===== config.mk =====
export PLATFORM = sky130hd
export DESIGN_NAME = slpp_top
export DESIGN_NICKNAME = d
export VERILOG_FILES = /design/src/hdl/slpp_pkg.sv /design/src/hdl/slpp_sync3.sv /design/src/hdl/slpp_top.sv
export SDC_FILE = /design/constraint.sdc
export NUM_CORES = 1
export LEC_CHECK = 0
export BUFFER_PORTS_ARGS = -buffer_cell sky130_fd_sc_hd__buf_4
export CAP_MARGIN = 20
export CORE_ASPECT_RATIO = 1.1
export CORE_UTILIZATION = 44
export CTS_BUF_LIST = sky130_fd_sc_hd__clkbuf_16
export DETAILED_ROUTE_END_ITERATION = 8
export HOLD_SLACK_MARGIN = 0.08
export SYNTH_ARGS = -nofsm -noshare
export SYNTH_HDL_FRONTEND = slang
export SYNTH_SLANG_ARGS = --single-unit

===== constraint.sdc =====
create_clock -name clk -period 6.1 [get_ports clk]
set_clock_uncertainty 0.15 [all_clocks]
set_input_delay 0.61 -clock clk [delete_from_list [all_inputs] [get_ports clk]]
set_output_delay 0.61 -clock clk [all_outputs]
set_load 0.01 [all_outputs]

===== src/hdl/slpp_pkg.sv =====
package slpp_pkg;

    // Serial word and destination select.
    localparam int        WORD_W     = 24;
    localparam logic [23:0] WORD_RESET = 24'h000000;
    localparam int        SEL_LSB    = 0;
    localparam logic [1:0] SEL_CTRL  = 2'h0;
    localparam logic [1:0] SEL_NDIV  = 2'h2;

    // Field positions in the control word.
    localparam int CB_CORE_LSB  = 2;
    localparam int CB_DIV_RESET = 4;
    localparam int CB_MON_LSB   = 5;
    localparam int CB_POLARITY  = 8;
    localparam int CB_PUMP_TRI  = 9;
    localparam int CB_GAIN      = 10;
    localparam int CB_MUTE      = 11;
    localparam int CB_LEVEL_LSB = 12;
    localparam int CB_PRI_LSB   = 14;
    localparam int CB_ALT_LSB   = 17;
    localparam int CB_PD_ARM    = 20;
    localparam int CB_PD_SYNC   = 21;
    localparam int CB_PRESC_LSB = 22;

    // Field positions in the feedback-divider word.
    localparam int NB_SWALLOW_LSB = 2;
    localparam int SWALLOW_W      = 5;
    localparam int NB_MAIN_LSB    = 8;
    localparam int MAIN_W         = 13;
    localparam int NB_GAIN        = 21;
    localparam int NB_HALVE       = 22;
    localparam int NB_PRESC_HALVE = 23;
    localparam logic [12:0] MAIN_MIN = 13'h0003;

    // Total division width and prescaler moduli for each select code.
    localparam int TOTAL_W = 19;
    localparam logic [5:0] PRESC_MOD0 = 6'h08;
    localparam logic [5:0] PRESC_MOD1 = 6'h10;
    localparam logic [5:0] PRESC_MOD2 = 6'h20;
    localparam logic [5:0] PRESC_MOD3 = 6'h20;

    // Reference-divider edge counts for band select and gated power-down.
    localparam logic [2:0] BAND_CYCLES   = 3'h5;
    localparam logic [1:0] SYNC_PD_EDGES = 2'h2;

    // Maps the prescaler select code onto its modulus.
    function automatic logic [5:0] presc_modulus(input logic [1:0] code);
        logic [5:0] m;
        m = PRESC_MOD0;
        case (code)
            2'h1:    m = PRESC_MOD1;
            2'h2:    m = PRESC_MOD2;
            2'h3:    m = PRESC_MOD3;
            default: m = PRESC_MOD0;
        endcase
        return m;
    endfunction

endpackage


===== src/hdl/slpp_sync3.sv =====
`timescale 1ns/1ps
// Three-stage pin synchroniser; the level follows once stages two and three agree.
module slpp_sync3 (
    input  wire logic clk,
    input  wire logic arst_n,
    input  wire logic clk_en,
    input  wire logic pin,
    output logic      level,
    output logic      rise
);
    logic [2:0] stage;

    // Shift the pin through the stages and accept agreed values.
    always_ff @(posedge clk or negedge arst_n)
    begin
        if (!arst_n)
        begin
            stage <= 3'h0;
            level <= 1'b0;
        end
        else if (clk_en)
        begin
            stage <= {stage[1:0], pin};
            if (stage[2] == stage[1])
                level <= stage[2];
        end
    end

    // One-cycle rising event, valid in the cycle before the level updates.
    assign rise = (stage[2] == stage[1]) & stage[2] & ~level;
endmodule


===== src/hdl/slpp_top.sv =====
`timescale 1ns/1ps
module slpp_top (
    input  wire logic        clk,
    input  wire logic        arst_n,
    input  wire logic        clk_en,
    input  wire logic        serial_clk,
    input  wire logic        serial_data,
    input  wire logic        load_strobe,
    input  wire logic        chip_enable,
    input  wire logic        ref_div_out,
    input  wire logic        lock_detect,
    output logic [23:0]      synth_control_word,
    output logic [23:0]      feedback_divider_word,
    output logic             pump_gain_select,
    output logic [2:0]       pump_current,
    output logic [18:0]      total_divide,
    output logic             main_count_valid,
    output logic [4:0]       swallow_count,
    output logic [12:0]      main_count,
    output logic             output_halve,
    output logic             prescaler_input_halve,
    output logic             detector_polarity,
    output logic [2:0]       monitor_select,
    output logic [1:0]       output_level,
    output logic [1:0]       core_current,
    output logic [1:0]       prescaler_select,
    output logic             powered_down,
    output logic             bias_enable,
    output logic             counters_hold,
    output logic             pump_tristate,
    output logic             lock_detect_reset,
    output logic             rf_output_enable,
    output logic             ref_buffer_enable,
    output logic             band_select_active
);
    logic [23:0] shift;
    logic        sclk_r, data_lvl, load_r;
    logic        ce_lvl, ref_r, lock_lvl;
    logic        ctrl_seen, sw_pd, pd_pending, band_valid, n_dirty, pd_prev;
    logic [1:0]  pd_edges;
    logic [2:0]  band_count;

    // Pin synchronisers for every input from outside the clock domain.
    slpp_sync3 u_sclk (.clk(clk), .arst_n(arst_n), .clk_en(clk_en), .pin(serial_clk),
                       .level(), .rise(sclk_r));
    slpp_sync3 u_data (.clk(clk), .arst_n(arst_n), .clk_en(clk_en), .pin(serial_data),
                       .level(data_lvl), .rise());
    slpp_sync3 u_load (.clk(clk), .arst_n(arst_n), .clk_en(clk_en), .pin(load_strobe),
                       .level(), .rise(load_r));
    slpp_sync3 u_ce   (.clk(clk), .arst_n(arst_n), .clk_en(clk_en), .pin(chip_enable),
                       .level(ce_lvl), .rise());
    slpp_sync3 u_ref  (.clk(clk), .arst_n(arst_n), .clk_en(clk_en), .pin(ref_div_out),
                       .level(), .rise(ref_r));
    slpp_sync3 u_lock (.clk(clk), .arst_n(arst_n), .clk_en(clk_en), .pin(lock_detect),
                       .level(lock_lvl), .rise());

    // Event decode; the select bits sit in the two LSBs of the shifted word.
    wire       sclk_rise = clk_en & sclk_r;
    wire       load_rise = clk_en & load_r;
    wire       ref_rise  = clk_en & ref_r;
    wire [1:0] sel       = shift[slpp_pkg::SEL_LSB +: 2];
    wire       ctrl_load = load_rise & (sel == slpp_pkg::SEL_CTRL);
    wire       n_load    = load_rise & (sel == slpp_pkg::SEL_NDIV);
    wire       new_arm   = shift[slpp_pkg::CB_PD_ARM];
    wire       new_sync  = shift[slpp_pkg::CB_PD_SYNC];

    // Power state: no control word yet, software power-down or a low enable pin.
    wire device_pd   = ~ctrl_seen | sw_pd | ~ce_lvl;
    wire power_up    = clk_en & pd_prev & ~device_pd;
    wire band_start  = (n_load & ~device_pd) | (power_up & (~band_valid | n_dirty));
    wire ref_at_last = ref_rise & (pd_edges == slpp_pkg::SYNC_PD_EDGES - 2'h1);

    // Stored control fields.
    wire       mute_en  = synth_control_word[slpp_pkg::CB_MUTE];
    wire       div_rst  = synth_control_word[slpp_pkg::CB_DIV_RESET];
    wire       pump_tri = synth_control_word[slpp_pkg::CB_PUMP_TRI];
    wire [2:0] pri_cur  = synth_control_word[slpp_pkg::CB_PRI_LSB +: 3];
    wire [2:0] alt_cur  = synth_control_word[slpp_pkg::CB_ALT_LSB +: 3];
    wire [2:0] next_pump_current = pump_gain_select ? alt_cur : pri_cur;

    // Feedback division from the stored fields.
    wire [5:0]  modulus = slpp_pkg::presc_modulus(prescaler_select);
    wire [18:0] next_total_divide = 19'(19'(modulus) * 19'(main_count))
                                  + 19'(swallow_count);

    // The input register shifts on every serial clock rise, powered or not.
    always_ff @(posedge clk or negedge arst_n)
    begin
        if (!arst_n)
            shift <= slpp_pkg::WORD_RESET;
        else if (sclk_rise)
            shift <= {shift[22:0], data_lvl};
    end

    // Latch the two destination words and the shared gain bit.
    always_ff @(posedge clk or negedge arst_n)
    begin
        if (!arst_n)
        begin
            synth_control_word    <= slpp_pkg::WORD_RESET;
            feedback_divider_word <= slpp_pkg::WORD_RESET;
            pump_gain_select      <= 1'b0;
        end
        else if (ctrl_load)
        begin
            synth_control_word <= shift;
            pump_gain_select   <= shift[slpp_pkg::CB_GAIN];
        end
        else if (n_load)
        begin
            feedback_divider_word <= shift;
            pump_gain_select      <= shift[slpp_pkg::NB_GAIN];
        end
    end

    // Software power-down, immediate or gated to reference-divider edges.
    always_ff @(posedge clk or negedge arst_n)
    begin
        if (!arst_n)
        begin
            ctrl_seen  <= 1'b0;
            sw_pd      <= 1'b0;
            pd_pending <= 1'b0;
            pd_edges   <= 2'h0;
        end
        else if (ctrl_load)
        begin
            ctrl_seen  <= 1'b1;
            sw_pd      <= new_arm & ~new_sync;
            pd_pending <= new_arm & new_sync;
            pd_edges   <= 2'h0;
        end
        else if (pd_pending & ref_rise)
        begin
            pd_edges <= pd_edges + 2'h1;
            if (ref_at_last)
            begin
                sw_pd      <= 1'b1;
                pd_pending <= 1'b0;
            end
        end
    end

    // Band selection runs for a fixed number of reference edges while powered.
    always_ff @(posedge clk or negedge arst_n)
    begin
        if (!arst_n)
        begin
            band_select_active <= 1'b0;
            band_count         <= 3'h0;
            band_valid         <= 1'b0;
            n_dirty            <= 1'b0;
            pd_prev            <= 1'b1;
        end
        else if (clk_en)
        begin
            pd_prev <= device_pd;
            if (n_load & device_pd)
                n_dirty <= 1'b1;
            if (band_start)
            begin
                band_select_active <= 1'b1;
                band_count         <= 3'h0;
                band_valid         <= 1'b0;
                n_dirty            <= 1'b0;
            end
            else if (device_pd)
                band_select_active <= 1'b0;
            else if (band_select_active & ref_rise)
            begin
                band_count <= band_count + 3'h1;
                if (band_count == slpp_pkg::BAND_CYCLES - 3'h1)
                begin
                    band_select_active <= 1'b0;
                    band_valid         <= 1'b1;
                end
            end
        end
    end

    // Registered data outputs derived from the stored words.
    always_ff @(posedge clk or negedge arst_n)
    begin
        if (!arst_n)
        begin
            pump_current <= 3'h0;
            total_divide <= 19'h00000;
        end
        else if (clk_en)
        begin
            pump_current <= next_pump_current;
            total_divide <= next_total_divide;
        end
    end

    // Field views of the stored words.
    assign swallow_count = feedback_divider_word[slpp_pkg::NB_SWALLOW_LSB +: 5];
    assign main_count    = feedback_divider_word[slpp_pkg::NB_MAIN_LSB +: 13];
    assign main_count_valid      = main_count >= slpp_pkg::MAIN_MIN;
    assign output_halve          = feedback_divider_word[slpp_pkg::NB_HALVE];
    assign prescaler_input_halve = feedback_divider_word[slpp_pkg::NB_PRESC_HALVE];
    assign detector_polarity     = synth_control_word[slpp_pkg::CB_POLARITY];
    assign monitor_select   = synth_control_word[slpp_pkg::CB_MON_LSB +: 3];
    assign output_level     = synth_control_word[slpp_pkg::CB_LEVEL_LSB +: 2];
    assign core_current     = synth_control_word[slpp_pkg::CB_CORE_LSB +: 2];
    assign prescaler_select = synth_control_word[slpp_pkg::CB_PRESC_LSB +: 2];

    // Power-down consequences on the analog controls.
    assign powered_down      = device_pd;
    assign bias_enable       = ~device_pd;
    assign counters_hold     = device_pd | div_rst;
    assign pump_tristate     = device_pd | pump_tri;
    assign lock_detect_reset = device_pd;
    assign ref_buffer_enable = ~device_pd;
    assign rf_output_enable  = ~device_pd & (~mute_en | lock_lvl);
endmodule


==> metrics.md <==
| Metric | Value |
|---|---|
| Status | `complete, no violations` |
| Post CTS Setup Buffer Count | `0` |
| Global-route wire length before repair | `23.8 mm` |
| Top post-synthesis cells by area | `dfrtp_1, ha_1, mux2_2, mux2_1, buf_4` |
| Area Overhead vs Synth | `19.9%` |
| Mapped Avg Cell Area | `11.8 um^2` |
| CTS tree | `done` |
| Top-area cell type share of the netlist area | `46.1%` |
| Post-route clock period utilization | `76.0%` |
| DRT Wirelength | `14.6 mm` |
| # IOs | `119` |
| Routed WL per cell | `16.3 um` |
| DRC | `0` |
| Total gr overflow | `0` |
| Die Y | `135 um` |
| Worst r2r src | `synth_control_word[23]$_DFFE_PN0P_` |
| # clock sinks | `131` |
| Die area | `16600 um^2` |
| Final setup viols | `0` |
| Worst-Margin Slew | `0.938 ns` |
| PnR worst setup slack | `1.46 ns` |
| Post-synthesis cell type count | `56` |
| R2R cell count | `13` |
| Leak | `4.59 nW` |
| Die Wd | `123 um` |
| Warnings, synthesis | `0` |
| RSZ-0062 raised after global routing | `no` |
| Worst-Skew Late Latency | `0.42 ns` |
| List of most frequent post-synthesis cells | `dfrtp_1, ha_1, mux2_2, mux2_1, nand2_1` |
| Detailed Route Iter0 Violations | `207` |
| Total vias in the final route | `4748` |
| Port Buffer Count | `118` |
| Final Hold Vio Count | `0` |
| WP data required | `6.26 ns` |
| R2r setup slk | `1.46 ns` |
| Fillers | `1405` |
| ANT cells | `0` |
| Worst R2R End | `total_divide[17]$_DFFE_PN0P_` |
| Max Fclk | `216 MHz` |
| CTS root buffer | `clkbuf_16` |
| Largest net degree at the start of global routing | `77` |
| Worst setup SP type | `register` |
| Main synth FF type | `dfrtp_1` |
| PD cells | `293 nW/um^2` |
| Reg clk slew, reported paths | `0.06 ns` |
| Area of the mapped netlist | `7060 um^2` |
| Crit path kind | `reg2reg` |
| Final nets | `759` |
| Max VDD drop | `261 uV` |
| CP Max Fanout | `18` |
| ANT nets after route | `0` |
| Slew Limit Fails | `0` |
| Share of cells above drive strength 1 | `31.3%` |
| CORE AREA | `15700 um^2` |
| Worst Hold End | `u_ref.stage[0]$_DFFE_PN0P_` |
| Min-Delay Path Class | `in2reg` |
| Register area share after synthesis | `46.4%` |
| Hold Crit Depth | `2` |
| Slew HR | `37.4%` |
| Starting Density | `45.1%` |
| Number of flops mapped to enable cells by yosys | `0` |
| CTS-repair resized insts | `0` |
| Post-CTS Hold Buffers | `1` |
| # rows | `48` |
| Register area | `3280 um^2` |
| Post-synth top area cell | `dfrtp_1` |
| Cells after Synth | `599` |
| Worst EP arrival | `4.80 ns` |
| Multi-input gate area in the final layout | `3310 um^2` |
| H-tree Lvls | `4` |
| Fin Setup TNS | `0 ns` |
| Vias in the first global route | `4796` |
| Maxcap violations | `0` |
| Yosys reg bits | `131` |
| Total track usage | `18.7%` |
| TritonCTS Buffers | `17` |
| Asr flop ratio synth | `100%` |
| Most frequent cell after synthesis | `dfrtp_1` |
| GPL Wtd Cong | `0.783` |
| Initial antenna violation count | `0` |
| Setup slack at placement | `1.47 ns` |
| Clock period minus worst slack | `4.64 ns` |
| DRT Pass-1 Iters | `4` |
| Worst setup EP type | `register` |
| Avg Vias per Cell | `5.31` |
| Syn nets | `677` |
| DP HPWL | `10.3 mm` |
| Max clock buf depth | `2` |
| Min-delay src | `ref_div_out` |
## worst max-delay path by stage
stage                                            start                           end  slack, ns  depth (start not counted)
floorplan           synth_control_word[23]$_DFFE_PN0P_  total_divide[17]$_DFFE_PN0P_       2.07                         15
global placement    synth_control_word[23]$_DFFE_PN0P_  total_divide[17]$_DFFE_PN0P_       1.63                         13
detailed placement  synth_control_word[23]$_DFFE_PN0P_  total_divide[17]$_DFFE_PN0P_       1.47                         13
CTS                 synth_control_word[23]$_DFFE_PN0P_  total_divide[17]$_DFFE_PN0P_       1.45                         13
global route        synth_control_word[23]$_DFFE_PN0P_  total_divide[17]$_DFFE_PN0P_       1.13                         13
finish              synth_control_word[23]$_DFFE_PN0P_  total_divide[17]$_DFFE_PN0P_       1.46                         13
## area by class of cell
| cell class | count | area share [%] |
|---|---|---|
| timing repair buffer | 122 | 10.9 |
| inverter | 27 | 1.20 |
| tap | 200 | 2.95 |
| sequential | 131 | 38.7 |
| multi-input combinational | 382 | 39.1 |
| clock inverter | 15 | 2.16 |
| clock buffer | 17 | 5.02 |
## kinds of logic (layout without fill, tap and decap cells)
group	count (synthesis)	after routing	synth area share, %
AOI/OAI and AO/OA	76	76	6.77
xor gates and xnor gates	11	11	1.36
adders and majority gates	69	69	13.6
buffers and inverters	86	181	6.73
DFF	131	131	46.4
muxes	97	97	15.4
and+or+nand+nor	129	129	9.72
## critical path, stage by stage, from the launching register on
cell and delay [ns]:
dfrtp_1 0.56, nor2b_1 0.65, nand2_1 0.16, fa_1 0.53, inv_1 0.04, ha_1 0.28, ha_1 0.29, ha_1 0.29
ha_1 0.43, a21o_1 0.26, a31oi_1 0.19, o221ai_1 0.14, or3_1 0.32, a31o_1 0.22
## sequential cells by signal, indices dropped and copies added (netlist names), 19 cells and up
register / flops
shift: 24
synth_control_word: 24
total_divide: 19
feedback_divider_word: 24
## placed cells by master, fill, tap and decap left out, types with 3 or more instances in the layout
cell type | Yosys | final
a21o_1 | 6 | 6
a21oi_1 | 25 | 25
and2_1 | 25 | 25
buf_4 | 35 | 120
bufinv_16 | 0 | 3
clkbuf_16 | 0 | 17
clkinv_4 | 0 | 3
clkinvlp_4 | 0 | 6
dfrtp_1 | 130 | 130
fa_1 | 13 | 13
ha_1 | 56 | 56
inv_1 | 25 | 25
mux2_1 | 39 | 39
mux2_2 | 54 | 54
mux2i_1 | 4 | 4
nand2_1 | 39 | 39
nand2b_1 | 5 | 5
nand3_1 | 6 | 6
nand3b_1 | 8 | 8
nand4_1 | 4 | 4
nor2_1 | 17 | 17
nor2b_1 | 4 | 4
nor3_1 | 4 | 4
nor4_1 | 3 | 3
o21a_1 | 3 | 3
o21ai_0 | 21 | 21
xnor2_1 | 5 | 5
xor2_1 | 6 | 6
## stage by stage
stage               power (W)  instances  cell area (um^2)  util (%)  hold WS, ns
finish                0.00248        894              8470      54.0        0.274
global route          0.00260        894              8470      54.0        0.264
CTS                   0.00251        894              8470      54.0        0.258
detailed placement    0.00146        861              7850      50.1        0.307
global placement      0.00145        861              7850      50.1        0.302
floorplan             0.00130        599              7060         -        0.164
## report_power, final
part           total (W)  internal, W  switching (W)
Combinational   0.000385     0.000197       0.000188
Clock            0.00104     0.000644       0.000394
Sequential       0.00106     0.000972      0.0000887
Total            0.00248      0.00181       0.000671
## layer usage
| layer | vias up | part of all wire, % | track usage [%] |
|---|---|---|---|
| met1 | 2406 | 42 | 22.4 |
| met5 | - | 0 | 0 |
| met4 | 0 | 1.5 | 7.45 |
| met2 | 109 | 52 | 32.3 |
| met3 | 20 | 4.4 | 4.31 |
| li1 | 2213 | - | - |
Power figures use the tool's default switching activity.
